File: src/hdl/aux_vol_pkg.sv
// Package: register map, field layout, reset values and timing for the volume/filter bank
package aux_vol_pkg;

  // ----------------------------------------------------------------
  // Register offsets
  // ----------------------------------------------------------------
  localparam logic [11:0] OFS_REC_LEFT_VOL   = 12'h500;
  localparam logic [11:0] OFS_REC_RIGHT_VOL  = 12'h501;
  localparam logic [11:0] OFS_PLAY_LEFT_VOL  = 12'h502;
  localparam logic [11:0] OFS_PLAY_RIGHT_VOL = 12'h503;
  localparam logic [11:0] OFS_REC_FILTER     = 12'h510;
  localparam logic [11:0] OFS_PLAY_FILTER    = 12'h520;
  localparam logic [11:0] OFS_APPLIED_VOL    = 12'h5F0;
  localparam logic [11:0] OFS_PLAY_STATUS    = 12'h5F1;

  // ----------------------------------------------------------------
  // Field positions
  // ----------------------------------------------------------------
  localparam int VU_BIT        = 8;
  localparam int GAIN_MSB      = 7;
  localparam int HPF_CUT_MSB   = 14;
  localparam int HPF_CUT_LSB   = 13;
  localparam int HPF_LEFT_BIT  = 12;
  localparam int HPF_RIGHT_BIT = 11;
  localparam int MUTE_BIT      = 9;
  localparam int MONO_BIT      = 7;
  localparam int RATE_BIT      = 5;
  localparam int UNMUTE_RAMP_BIT = 4;

  // ----------------------------------------------------------------
  // Reset values and gain codes
  // ----------------------------------------------------------------
  localparam logic [7:0]  GAIN_RESET      = 8'hC0;
  localparam logic [7:0]  GAIN_MUTE_CODE  = 8'h00;
  localparam logic [7:0]  REC_GAIN_TOP    = 8'hEF;
  localparam logic [7:0]  PLAY_UNITY_CODE = 8'hC0;
  localparam logic [1:0]  HPF_CUT_RESET   = 2'h0;
  localparam logic        MUTE_RESET      = 1'b1;

  // ----------------------------------------------------------------
  // Ramp timing in samples per gain step
  // ----------------------------------------------------------------
  localparam int FAST_RAMP_SAMPLES = 2;
  localparam int SLOW_RAMP_SAMPLES = 32;

  typedef enum logic [1:0] {
    HPF_HIFI   = 2'b00,
    HPF_VOICE1 = 2'b01,
    HPF_VOICE2 = 2'b10,
    HPF_VOICE3 = 2'b11
  } hpf_cut_e;

  typedef struct packed {
    logic [7:0] left;
    logic [7:0] right;
  } gain_pair_s;

  typedef struct packed {
    hpf_cut_e cutoff;
    logic     left_en;
    logic     right_en;
  } record_filter_s;

endpackage

File: src/hdl/vol_pair_latch.sv
// Pending/applied gain pair with simultaneous update on a trigger
`timescale 1ns/1ns
module vol_pair_latch #(
  parameter int WIDTH = 8
) (
  input  wire logic             i_core_clk,
  input  wire logic             i_resetn,
  input  wire logic             i_wr_left,
  input  wire logic             i_wr_right,
  input  wire logic [WIDTH-1:0] i_wdata,
  input  wire logic             i_update,
  output logic      [WIDTH-1:0] o_pend_left,
  output logic      [WIDTH-1:0] o_pend_right,
  output logic      [WIDTH-1:0] o_app_left,
  output logic      [WIDTH-1:0] o_app_right
);
  import aux_vol_pkg::*;

  if (WIDTH != 8) begin : g_width_check
    $error("vol_pair_latch: WIDTH must be 8");
  end

  always_ff @(posedge i_core_clk or negedge i_resetn) begin
    if (!i_resetn) begin
      o_pend_left  <= GAIN_RESET;
      o_pend_right <= GAIN_RESET;
    end else begin
      if (i_wr_left) begin
        o_pend_left <= i_wdata;
      end
      if (i_wr_right) begin
        o_pend_right <= i_wdata;
      end
    end
  end

  // Both halves move on one edge; a write carrying the trigger applies its own new value
  always_ff @(posedge i_core_clk or negedge i_resetn) begin
    if (!i_resetn) begin
      o_app_left  <= GAIN_RESET;
      o_app_right <= GAIN_RESET;
    end else if (i_update) begin
      o_app_left  <= i_wr_left  ? i_wdata : o_pend_left;
      o_app_right <= i_wr_right ? i_wdata : o_pend_right;
    end
  end
endmodule

File: src/hdl/mute_ramp.sv
// Soft mute gain ramp for one playback channel, stepping one code per i_step ramp tick
`timescale 1ns/1ns
module mute_ramp (
  input  wire logic       i_core_clk,
  input  wire logic       i_resetn,
  input  wire logic       i_step,
  input  wire logic       i_mute,
  input  wire logic       i_ramp_unmute,
  input  wire logic [7:0] i_target,
  output logic      [7:0] o_gain
);
  import aux_vol_pkg::*;

  logic [7:0] cap;
  assign cap = (i_target > PLAY_UNITY_CODE) ? PLAY_UNITY_CODE : i_target;

  always_ff @(posedge i_core_clk or negedge i_resetn) begin
    if (!i_resetn) begin
      o_gain <= GAIN_MUTE_CODE;
    end else if (i_mute) begin
      if (i_step && o_gain != GAIN_MUTE_CODE) begin
        o_gain <= o_gain - 8'h01;
      end
    end else if (!i_ramp_unmute) begin
      o_gain <= cap;
    end else if (o_gain > cap) begin
      o_gain <= cap;
    end else if (i_step && o_gain < cap) begin
      o_gain <= o_gain + 8'h01;
    end
  end
endmodule

File: src/hdl/aux_iface_volume_filter_regs.sv
// Register bank for the second audio interface record/playback volume and filter controls
//
// The plain strobed port is this design's own decision.
`timescale 1ns/1ns
module aux_iface_volume_filter_regs #(
  parameter int ADDR_W = 12
) (
  input  wire logic                        i_core_clk,
  input  wire logic                        i_resetn,
  input  wire logic [ADDR_W-1:0]           i_addr,
  input  wire logic [15:0]                 i_wdata,
  input  wire logic                        i_wr,
  input  wire logic                        i_rd,
  input  wire logic                        i_play_sample,
  output logic      [15:0]                 o_rdata,
  output aux_vol_pkg::gain_pair_s          o_record_gain,
  output aux_vol_pkg::gain_pair_s          o_playback_gain,
  output aux_vol_pkg::record_filter_s      o_record_filter,
  output logic                             o_playback_mono_mix,
  output logic                             o_playback_muted
);
  import aux_vol_pkg::*;

  // The map decodes full 12-bit offsets; a narrower width would alias registers
  if (ADDR_W != 12) begin : g_addr_w_check
    $error("aux_iface_volume_filter_regs: ADDR_W must be 12");
  end

  // ----------------------------------------------------------------
  // Address decode
  // ----------------------------------------------------------------
  logic wr_rl;
  logic wr_rr;
  logic wr_pl;
  logic wr_pr;
  logic wr_rf;
  logic wr_pf;
  logic rec_update;
  logic play_update;

  assign wr_rl = i_wr && (i_addr == OFS_REC_LEFT_VOL);
  assign wr_rr = i_wr && (i_addr == OFS_REC_RIGHT_VOL);
  assign wr_pl = i_wr && (i_addr == OFS_PLAY_LEFT_VOL);
  assign wr_pr = i_wr && (i_addr == OFS_PLAY_RIGHT_VOL);
  assign wr_rf = i_wr && (i_addr == OFS_REC_FILTER);
  assign wr_pf = i_wr && (i_addr == OFS_PLAY_FILTER);

  assign rec_update  = (wr_rl || wr_rr) && i_wdata[VU_BIT];
  assign play_update = (wr_pl || wr_pr) && i_wdata[VU_BIT];

  // ----------------------------------------------------------------
  // Volume pairs
  // ----------------------------------------------------------------
  logic [7:0] rec_pend_l;
  logic [7:0] rec_pend_r;
  logic [7:0] rec_app_l;
  logic [7:0] rec_app_r;
  logic [7:0] play_pend_l;
  logic [7:0] play_pend_r;
  logic [7:0] play_app_l;
  logic [7:0] play_app_r;

  // Pending values are held apart from applied ones
  vol_pair_latch #(.WIDTH(8)) u_rec_pair (
    .i_core_clk   (i_core_clk),
    .i_resetn     (i_resetn),
    .i_wr_left    (wr_rl),
    .i_wr_right   (wr_rr),
    .i_wdata      (i_wdata[GAIN_MSB:0]),
    .i_update     (rec_update),
    .o_pend_left  (rec_pend_l),
    .o_pend_right (rec_pend_r),
    .o_app_left   (rec_app_l),
    .o_app_right  (rec_app_r)
  );

  vol_pair_latch #(.WIDTH(8)) u_play_pair (
    .i_core_clk   (i_core_clk),
    .i_resetn     (i_resetn),
    .i_wr_left    (wr_pl),
    .i_wr_right   (wr_pr),
    .i_wdata      (i_wdata[GAIN_MSB:0]),
    .i_update     (play_update),
    .o_pend_left  (play_pend_l),
    .o_pend_right (play_pend_r),
    .o_app_left   (play_app_l),
    .o_app_right  (play_app_r)
  );

  // ----------------------------------------------------------------
  // Filter control registers
  // ----------------------------------------------------------------
  hpf_cut_e hpf_cut_r;
  logic     hpf_left_r;
  logic     hpf_right_r;
  logic     mute_r;
  logic     mono_r;
  logic     rate_r;
  logic     unmute_ramp_r;

  always_ff @(posedge i_core_clk or negedge i_resetn) begin
    if (!i_resetn) begin
      hpf_cut_r <= hpf_cut_e'(HPF_CUT_RESET);
    end else if (wr_rf) begin
      hpf_cut_r <= hpf_cut_e'(i_wdata[HPF_CUT_MSB:HPF_CUT_LSB]);
    end
  end

  always_ff @(posedge i_core_clk or negedge i_resetn) begin
    if (!i_resetn) begin
      hpf_left_r <= 1'b0;
    end else if (wr_rf) begin
      hpf_left_r <= i_wdata[HPF_LEFT_BIT];
    end
  end

  always_ff @(posedge i_core_clk or negedge i_resetn) begin
    if (!i_resetn) begin
      hpf_right_r <= 1'b0;
    end else if (wr_rf) begin
      hpf_right_r <= i_wdata[HPF_RIGHT_BIT];
    end
  end

  // Playback comes up muted so nothing is heard before software sets the gains
  always_ff @(posedge i_core_clk or negedge i_resetn) begin
    if (!i_resetn) begin
      mute_r <= MUTE_RESET;
    end else if (wr_pf) begin
      mute_r <= i_wdata[MUTE_BIT];
    end
  end

  always_ff @(posedge i_core_clk or negedge i_resetn) begin
    if (!i_resetn) begin
      mono_r <= 1'b0;
    end else if (wr_pf) begin
      mono_r <= i_wdata[MONO_BIT];
    end
  end

  always_ff @(posedge i_core_clk or negedge i_resetn) begin
    if (!i_resetn) begin
      rate_r <= 1'b0;
    end else if (wr_pf) begin
      rate_r <= i_wdata[RATE_BIT];
    end
  end

  always_ff @(posedge i_core_clk or negedge i_resetn) begin
    if (!i_resetn) begin
      unmute_ramp_r <= 1'b0;
    end else if (wr_pf) begin
      unmute_ramp_r <= i_wdata[UNMUTE_RAMP_BIT];
    end
  end

  // ----------------------------------------------------------------
  // Soft mute ramp; tick counted in samples so ramp time tracks fs
  // ----------------------------------------------------------------
  logic [4:0] samp_cnt_r;
  logic [4:0] samp_limit;
  logic       ramp_step;

  assign samp_limit = rate_r ? 5'(SLOW_RAMP_SAMPLES - 1) : 5'(FAST_RAMP_SAMPLES - 1);
  assign ramp_step  = i_play_sample && (samp_cnt_r >= samp_limit);

  always_ff @(posedge i_core_clk or negedge i_resetn) begin
    if (!i_resetn) begin
      samp_cnt_r <= 5'h00;
    end else if (i_play_sample) begin
      samp_cnt_r <= ramp_step ? 5'h00 : samp_cnt_r + 5'h01;
    end
  end

  logic [7:0]      ramp_l;
  logic [7:0]      ramp_r;
  logic [1:0][7:0] play_target;
  logic [1:0][7:0] ramp_gain;

  // Index 1 is the left channel and index 0 the right, as in the gain struct
  assign play_target = {play_app_l, play_app_r};

  // Gains above C0h saturate at unity inside the ramp
  // One shared tick keeps both channels in lockstep while ramping
  for (genvar ch = 0; ch < 2; ch++) begin : g_ramp
    mute_ramp u_ramp (
      .i_core_clk    (i_core_clk),
      .i_resetn      (i_resetn),
      .i_step        (ramp_step),
      .i_mute        (mute_r),
      .i_ramp_unmute (unmute_ramp_r),
      .i_target      (play_target[ch]),
      .o_gain        (ramp_gain[ch])
    );
  end

  assign ramp_l = ramp_gain[1];
  assign ramp_r = ramp_gain[0];

  // ----------------------------------------------------------------
  // Datapath-facing outputs, all registered
  // ----------------------------------------------------------------
  logic [7:0] rec_cap_l;
  logic [7:0] rec_cap_r;

  // Codes above EFh are clamped to the top step
  assign rec_cap_l = (rec_app_l > REC_GAIN_TOP) ? REC_GAIN_TOP : rec_app_l;
  assign rec_cap_r = (rec_app_r > REC_GAIN_TOP) ? REC_GAIN_TOP : rec_app_r;

  always_ff @(posedge i_core_clk or negedge i_resetn) begin
    if (!i_resetn) begin
      o_record_gain <= '{left: GAIN_RESET, right: GAIN_RESET};
    end else begin
      o_record_gain <= '{left: rec_cap_l, right: rec_cap_r};
    end
  end

  // Playback starts at the mute code, the same state the ramps reset into
  always_ff @(posedge i_core_clk or negedge i_resetn) begin
    if (!i_resetn) begin
      o_playback_gain <= '{left: GAIN_MUTE_CODE, right: GAIN_MUTE_CODE};
    end else begin
      o_playback_gain <= '{left: ramp_l, right: ramp_r};
    end
  end

  // Cut-off code is sample-relative, so fc follows the record rate
  always_ff @(posedge i_core_clk or negedge i_resetn) begin
    if (!i_resetn) begin
      o_record_filter <= '{cutoff: HPF_HIFI, left_en: 1'b0, right_en: 1'b0};
    end else begin
      o_record_filter <= '{cutoff: hpf_cut_r, left_en: hpf_left_r, right_en: hpf_right_r};
    end
  end

  always_ff @(posedge i_core_clk or negedge i_resetn) begin
    if (!i_resetn) begin
      o_playback_mono_mix <= 1'b0;
    end else begin
      o_playback_mono_mix <= mono_r;
    end
  end

  // Muted is reported only once both ramps have reached the mute code
  always_ff @(posedge i_core_clk or negedge i_resetn) begin
    if (!i_resetn) begin
      o_playback_muted <= 1'b1;
    end else begin
      o_playback_muted <= mute_r && (ramp_l == GAIN_MUTE_CODE) && (ramp_r == GAIN_MUTE_CODE);
    end
  end

  // ----------------------------------------------------------------
  // Read port; update bits always read zero
  // ----------------------------------------------------------------
  logic [15:0] rd_nxt;

  always_comb begin
    rd_nxt = 16'h0000;
    unique case (i_addr)
      OFS_REC_LEFT_VOL:   rd_nxt[GAIN_MSB:0] = rec_pend_l;
      OFS_REC_RIGHT_VOL:  rd_nxt[GAIN_MSB:0] = rec_pend_r;
      OFS_PLAY_LEFT_VOL:  rd_nxt[GAIN_MSB:0] = play_pend_l;
      OFS_PLAY_RIGHT_VOL: rd_nxt[GAIN_MSB:0] = play_pend_r;
      OFS_REC_FILTER: begin
        rd_nxt[HPF_CUT_MSB:HPF_CUT_LSB] = hpf_cut_r;
        rd_nxt[HPF_LEFT_BIT]            = hpf_left_r;
        rd_nxt[HPF_RIGHT_BIT]           = hpf_right_r;
      end
      OFS_PLAY_FILTER: begin
        rd_nxt[MUTE_BIT]        = mute_r;
        rd_nxt[MONO_BIT]        = mono_r;
        rd_nxt[RATE_BIT]        = rate_r;
        rd_nxt[UNMUTE_RAMP_BIT] = unmute_ramp_r;
      end
      OFS_APPLIED_VOL:    rd_nxt = {ramp_l, ramp_r};
      OFS_PLAY_STATUS:    rd_nxt = {rec_app_l, rec_app_r};
      default:            rd_nxt = 16'h0000;
    endcase
  end

  // Idle zero keeps the read data quiet between reads
  always_ff @(posedge i_core_clk or negedge i_resetn) begin
    if (!i_resetn) begin
      o_rdata <= 16'h0000;
    end else if (i_rd) begin
      o_rdata <= rd_nxt;
    end else begin
      o_rdata <= 16'h0000;
    end
  end
endmodule

File: config.mk
export PLATFORM = sky130hd
export DESIGN_NAME = aux_iface_volume_filter_regs
export DESIGN_NICKNAME = d
export VERILOG_FILES = /design/src/hdl/aux_vol_pkg.sv /design/src/hdl/vol_pair_latch.sv /design/src/hdl/mute_ramp.sv /design/src/hdl/aux_iface_volume_filter_regs.sv
export SDC_FILE = /design/constraint.sdc
export NUM_CORES = 1
export LEC_CHECK = 0
export ABC_AREA = 1
export BUFFER_PORTS_ARGS = -buffer_cell sky130_fd_sc_hd__buf_2
export CAP_MARGIN = 20
export CORE_MARGIN = 2
export CORE_UTILIZATION = 30
export CTS_CLUSTER_DIAMETER = 100
export CTS_CLUSTER_SIZE = 8
export DETAILED_ROUTE_END_ITERATION = 12
export GPL_ROUTABILITY_DRIVEN = 0
export SLEW_MARGIN = 20
export SYNTH_ARGS = -nofsm -noshare
export SYNTH_HDL_FRONTEND = slang
export SYNTH_SLANG_ARGS = --single-unit
File: constraint.sdc
create_clock -name i_core_clk -period 3.12 [get_ports i_core_clk]
set_input_delay 0.312 -clock i_core_clk [delete_from_list [all_inputs] [get_ports i_core_clk]]
set_output_delay 0.312 -clock i_core_clk [all_outputs]
set_load 0.01 [all_outputs]
==> flow_summary_export.csv, run 1 <==
group,metric,value,unit
status,outcome,"completed",
floorplanning,io_pins,87,
detailed_routing,vias_per_cell,4.67,
timing,rsz0062_at_grt,"false",
setup_path,path_delay_family,"simple AND/OR/NAND/NOR gates",
power_and_ir_drop,p_switching,0.00212,W
final_layout,drive_above_1_share,0.182,
timing,setup_tns,0,ps
floorplanning,die_h,162,µm
final_layout,area.sequential,3710,µm²
setup_path,worstPathCellList,"nor2_1 -> nand3_1 -> nand2_1 -> inv_1 -> nor2_1 -> inv_1 -> ha_1 -> nand2_1 -> nand2_1 -> nand2_1 -> nand2_1 -> nand2_1 -> nand2_1 -> nand2_1 -> nand2_1 -> nor2_1 -> nor2_2 -> inv_1 -> nand2_1 -> nand2_1",
synthesis,synth_top_family_by_area,"simple AND/OR/NAND/NOR gates",
detailed_routing,vias,6166,
placement,io_buffers,84,
min_path,min_path_type,"in2reg",
synthesis,synth_area_leader_cell,"dfrtp_1",
final_layout,n_antenna_cell,0,
clock_network,clock_latency,430,ps
placement,dp_cells,1287,
min_path,hold_depth,2,
detailed_routing,wire_per_inst,15.2,µm
detailed_routing,drt-pass1-iter-count,5,
power_and_ir_drop,seq_power_share,0.393,
setup_path,crit_arrival,2980,ps
setup_path,rrSetupSlack,500,ps
timing,hold_violations,0,
clock_network,cts_tree,"done",
synthesis,synth-async-reset-ratio,1.00,
final_layout,final_common_cell,"nand2_1",
timing,slew_violations,0,
setup_path,critPathSlowestCell,"dfrtp_1",
final_layout,multi_input_area,3170,µm²
clock_network,cts_sinks,147,
power_and_ir_drop,p_int,0.00390,W
detailed_routing,drt_iter0_drc,564,
clock_network,cts_setup_buffers,0,
final_layout,area_delta_synth_final,17.6,%
timing,fin_crit_sh,0.838,
floorplanning,core,24500,µm²
power_and_ir_drop,ir_drop,0.304,mV
synthesis,synth_edf_count,0,
synthesis,synth_top_cell_area_share,0.416,
power_and_ir_drop,power-per-cell-area,682,nW/µm²
synthesis,synthAdderAreaFrac,0.0450,
synthesis,ys_ff_latch,147,
clock_network,clkTransAtPathRegs,60,ps
global_routing,grt_pass1_wl,32200,µm
clock_network,htree_levels,4,
synthesis,synthMuxAreaShare,0.00600,
global_routing,gr-total-overflow,0,
min_path,holdCritStartpoint,"i_wdata[13]",
detailed_routing,drt_drc_violations_left,0,
floorplanning,die_area,26300,µm²
detailed_routing,routed_wl,20100,µm
setup_path,critPathRequiredTime,3490,ps
global_routing,antenna_found_initial,0,
timing,fin_worst_skew,9.21,ps
synthesis,synth_compound_area_frac,0.106,
power_and_ir_drop,switching_share,0.352,
synthesis,synth_nets,958,
synthesis,synth-simple-area-share,0.247,
placement,dpl_worst_slack,550,ps
synthesis,yosysSeqAreaShare,0.493,
power_and_ir_drop,clkPwrFrac,0.340,
synthesis,synth-main-ff-cell,"dfrtp_1",
synthesis,synth_xor_area_frac,0.0187,
setup_path,critical_path_buf_inv_count,3,
detailed_routing,ant_nets,0,
timing,layout_setup_ws,504,ps
synthesis,syn_area,7510,µm²
synthesis,synth_area_leaders,"dfrtp_1 (42%), nand2_1 (13%), dfstp_2 (7.7%)",
placement,dp_hpwl,14600,µm
final_layout,final_cell_mix,"nand2_1 (264), dfrtp_1 (125), inv_1 (121)",
setup_path,critical_path.max_fanout,9,
setup_path,worstSetupStartpoint,"u_play_pair.o_app_left[3]",
final_layout,layout.nets,1043,
setup_path,cpPeakStageDelay,410,ps
run,max-cap-violations,0,
setup_path,r2r-start,"u_play_pair.o_app_left[3]",
timing,worst_slew_pin_slew,727,ps
setup_path,worstSetupStartpointType,"flip-flop",
clock_network,clk_path_buf_depth,2,
synthesis,ys_types,43,
power_and_ir_drop,combPwrFrac,0.267,
synthesis,synth.avg_cell_area,8.37,µm²
min_path,holdPathEnd,"hpf_cut_r[0]",
power_and_ir_drop,leakage,4.54,nW
timing,period_minus_slack,2620,ps
setup_path,crit_top_cell,"nand2_1",
synthesis,ys_warn_count,0,
floorplanning,floorplan.rows,57,
timing,fmax,0.382,GHz
setup_path,setup.worst_path.class,"reg2reg",
synthesis,syn_inst,898,
clock_network,root_buffer,"clkbuf_16",
global_routing,grt_max_degree,80,
global_routing,track_usage,0.160,
setup_path,r2r_cells,20,
setup_path,worstReg2RegEnd,"g_ramp[1].u_ramp.o_gain[5]",
global_routing,grt_pass1_vias,5915,
setup_path,cp-end-kind,"flip-flop",
floorplanning,start_util,0.307,
floorplanning,die-width,162,µm
timing,slew_headroom,0.515,
clock_network,numCtsBuffers,17,
final_layout,final_cells,1320,
final_layout,fill_cells,2527,
timing,setup_viol,0,
layer usage:
layer / vias up / wire [µm] / global-route usage
li1: 3050 / - / -
met1: 2910 / 9290 / 0.220
met2: 181 / 9310 / 0.250
met3: 25 / 1170 / 0.0401
met4: 0 / 303 / 0.0467
met5: - / 0 / 0
final cells by class:
class / instances / share of cell area
inverters: 126 / 0.0537
flip-flops and latches: 147 / 0.420
repair buffers: 91 / 0.0560
clock inverters: 11 / 0.0146
multi-input cells: 600 / 0.359
clock buffers: 21 / 0.0510
well taps: 324 / 0.0459
Yosys cell counts (2+ instances only):
cell type	n
nand2_1	264
dfrtp_1	125
inv_1	121
nand3_1	55
nor2_1	55
o21ai_0	32
ha_1	27
o21ai_1	26
dfstp_2	22
o21a_1	22
a21oi_1	21
nand4_1	16
xor2_1	14
clkbuf_1	11
o21ai_2	9
nor3_1	8
o22ai_1	8
buf_6	7
a31oi_1	6
buf_2	5
nor2_2	5
mux2_2	4
nand2_4	4
inv_2	3
nor3_4	3
a21o_1	2
a21oi_4	2
and3_1	2
buf_4	2
nand2_2	2
nor2_4	2
xnor2_1	2
what timing repair did:
| action | 4_1_cts | 5_1_grt |
|---|---|---|
| hold buffers | 1 | 0 |
| gates resized for setup | 0 | 0 |
| endpoints found under the hold margin | 71 | 0 |
worst register-to-register path, stage by stage (launching register included):
cell and delay, ps:
dfrtp_1 410, nor2_1 110, nand3_1 70, nand2_1 90
inv_1 70, nor2_1 150, inv_1 60, ha_1 290
nand2_1 70, nand2_1 50, nand2_1 50, nand2_1 40
nand2_1 50, nand2_1 80, nand2_1 270, nand2_1 130
nor2_1 150, nor2_2 50, inv_1 200, nand2_1 90
nand2_1 70
cell families after synthesis:
logic type | after synthesis
muxes | 4
AOI/OAI and AO/OA | 130
DFF | 147
buffers and inverters | 151
adders and majority gates | 27
xor gates and xnor gates | 16
and+or+nand+nor | 423
stage by stage:
stage | power, W | instance area, µm² | util | hold slack, ps
after floorplan | 0.00344 | 7510 | - | 16.4
after global placement | 0.00397 | 8240 | 0.337 | 359
after detailed placement | 0.00399 | 8240 | 0.337 | 357
after CTS | 0.00605 | 8830 | 0.361 | 101
after global routing | 0.00641 | 8830 | 0.361 | 105
final | 0.00602 | 8830 | 0.361 | 111
power by group through the flow:
stage                     clock [W]  combinational, W  sequential (W)
after floorplan                   0           0.00109         0.00235
after global placement            0           0.00157         0.00240
after detailed placement          0           0.00159         0.00240
after CTS                   0.00208           0.00161         0.00237
after global routing        0.00217           0.00184         0.00240
final                       0.00205           0.00161         0.00237
sequential cells by signal, summed over array words and instances, names as in the netlist, 16 cells and up:
signal and cells:
g_ramp.u_ramp.o_gain 16, o_playback_gain 16, o_rdata 16, o_record_gain 16
worst max-delay path by stage:
stage	to	cells after the start
2_1_floorplan	g_ramp[0].u_ramp.o_gain[3]	20
3_3_place_gp	g_ramp[1].u_ramp.o_gain[7]	20
3_5_place_dp	g_ramp[1].u_ramp.o_gain[2]	20
4_1_cts	g_ramp[1].u_ramp.o_gain[3]	20
5_1_grt	g_ramp[1].u_ramp.o_gain[0]	20
6_report	g_ramp[1].u_ramp.o_gain[5]	20
(Power assumes the default switching activity.)
==> inputs of run 2 (changes only) <==
==> constraint.sdc (replaced) <==
create_clock -name i_core_clk -period 2.6 [get_ports i_core_clk]
set_input_delay 0.26 -clock i_core_clk [delete_from_list [all_inputs] [get_ports i_core_clk]]
set_output_delay 0.26 -clock i_core_clk [all_outputs]
set_load 0.01 [all_outputs]
==> run 2 against run 1 <==
Net effect:
- clock skew hardly changed
- cell count is 1.7% higher
- worst setup slack got worse by 270 ps
- largest cell class unchanged
- largest power group unchanged
==> flow_summary_export.csv, run 2 (synthesis gave the netlist of run 1 again) <==
group,metric,value,unit
detailed_routing,routed_wl,20500,µm
global_routing,grt_pass1_wl,32100,µm
setup_path,critical_path.max_fanout,6,
setup_path,path_depth,17,
final_layout,fill_cells,2552,
setup_path,worstSetupStartpoint,"u_play_pair.o_app_right[6]",
floorplanning,die_h,162,µm
global_routing,grt_pass1_vias,5927,
timing,setup_viol,0,
placement,io_buffers,84,
detailed_routing,vias,6299,
timing,slew_violations,0,
setup_path,crit_top_cell,"nand2_1",
floorplanning,floorplan.rows,57,
power_and_ir_drop,leakage,4.66,nW
setup_path,rrSetupSlack,230,ps
final_layout,final_common_cell,"nand2_1",
floorplanning,die-width,162,µm
power_and_ir_drop,ir_drop,0.371,mV
setup_path,cp-end-kind,"flip-flop",
final_layout,drive_above_1_share,0.214,
detailed_routing,vias_per_cell,4.69,
global_routing,grt_max_degree,60,
floorplanning,io_pins,87,
setup_path,worstReg2RegEnd,"g_ramp[0].u_ramp.o_gain[4]",
floorplanning,core,24500,µm²
min_path,min_path_type,"in2reg",
setup_path,worstPathCellList,"nand2_1 -> inv_1 -> nand2_1 -> buf_4 -> nand2_1 -> ha_1 -> a21oi_2 -> nor2_1 -> nor2_1 -> nand2_1 -> nand2_2 -> nand2_1 -> nor2_2 -> nor2_4 -> buf_4 -> nand2_1 -> nand2_1",
detailed_routing,drt_iter0_drc,452,
detailed_routing,drt-pass1-iter-count,5,
setup_path,critPathSlowestCell,"dfstp_2",
clock_network,numCtsBuffers,17,
setup_path,worstSetupStartpointType,"flip-flop",
placement,dp_hpwl,15300,µm
timing,period_minus_slack,2370,ps
setup_path,path_delay_family,"simple AND/OR/NAND/NOR gates",
setup_path,setup.worst_path.class,"reg2reg",
setup_path,cpPeakStageDelay,550,ps
clock_network,cts_tree,"done",
global_routing,track_usage,0.161,
clock_network,htree_levels,4,
clock_network,clkTransAtPathRegs,70,ps
power_and_ir_drop,power,0.00739,W
timing,hold_violations,0,
run,max-cap-violations,0,
timing,fmax,0.423,GHz
setup_path,crit_arrival,2690,ps
final_layout,final_util,0.369,
timing,fin_crit_sh,0.910,
status,outcome,"completed",
floorplanning,die_area,26300,µm²
timing,worst_slew_pin_slew,743,ps
global_routing,antenna_found_initial,0,
final_layout,final_cell_mix,"nand2_1 (260), dfrtp_1 (125), inv_1 (119)",
timing,fin_worst_skew,8.96,ps
final_layout,area_delta_synth_final,20.0,%
detailed_routing,wire_per_inst,15.3,µm
setup_path,critical_path_buf_inv_count,3,
floorplanning,start_util,0.307,
setup_path,crit_end,"g_ramp[0].u_ramp.o_gain[4]",
clock_network,cts_sinks,147,
final_layout,n_antenna_cell,0,
timing,slew_headroom,0.504,
power_and_ir_drop,power-per-cell-area,819,nW/µm²
detailed_routing,drt_drc_violations_left,0,
setup_path,critPathRequiredTime,2920,ps
clock_network,root_buffer,"clkbuf_16",
global_routing,gr-total-overflow,0,
setup_path,r2r_cells,17,
setup_path,r2r-start,"u_play_pair.o_app_right[6]",
detailed_routing,ant_nets,0,
final_layout,layout.nets,1066,
clock_network,clk_path_buf_depth,2,
clock_network,clock_latency,440,ps
==> run 2: cell count changes in the layout (fill, tap and decap cells not counted), sizes merged <==
cell,change
inv,+4
bufinv,-2
clkinvlp,-1
clkbuf,-3
clkinv,+2
buf,+23
==> run 2: final cells by class <==
class / instances / area [µm²] / area share
multi-input cells: 600 / 3210 / 0.356
well taps: 324 / 405 / 0.0449
inverters: 126 / 474 / 0.0526
repair buffers: 114 / 667 / 0.0739
flip-flops and latches: 147 / 3710 / 0.411
clock buffers: 18 / 439 / 0.0487
clock inverters: 14 / 121 / 0.0135
==> run 2: through the flow <==
stage / worst slack, ps / std cells / hold WS, ps / TNS [ps] / area, µm²
after floorplan: 274 / 898 / -35.6 / 0 / 7510
after global placement: 82.4 / 1305 / 243 / 0 / 8380
after detailed placement: 62.0 / 1305 / 244 / 0 / 8380
after CTS: 39.0 / 1338 / 40.6 / 0 / 8950
after global routing: -24.0 / 1343 / 43.1 / -136 / 9020
final: 235 / 1343 / 50.8 / 0 / 9020
==> run 2: power by group <==
part / internal, W / switching, W / leakage, nW
Clock: 0.00128 / 0.00107 / 0.277
Sequential: 0.00254 / 0.000210 / 1.86
Combinational: 0.000877 / 0.00142 / 2.53
Total: 0.00469 / 0.00270 / 4.66
==> run 2: worst min path at each step <==
stage	from	end	slack, ps	cells past startpoint
after detailed placement	i_resetn	o_rdata[9]	240	1
after global routing	i_wdata[11]	hpf_right_r	40	2
after floorplan	i_resetn	g_ramp[0].u_ramp.o_gain[0]	-40	0
final	i_wdata[14]	hpf_cut_r[1]	50	2
after global placement	i_resetn	o_rdata[9]	240	1
after CTS	i_wdata[14]	hpf_cut_r[1]	40	2
==> run 2: routing by layer <==
| layer | track usage | share of wire | up-vias |
|---|---|---|---|
| li1 | - | - | 3093 |
| met1 | 0.225 | 0.47 | 2992 |
| met2 | 0.249 | 0.45 | 193 |
| met3 | 0.0370 | 0.063 | 21 |
| met4 | 0.0507 | 0.016 | 0 |
| met5 | 0 | 0 | - |
==> run 2: repair_timing <==
action	4_1_cts	5_1_grt
endpoints found under the hold margin	40	0
endpoints found under the setup margin	0	16
hold buffers	1	0
gates resized for setup	0	15
buffers inserted	0	5
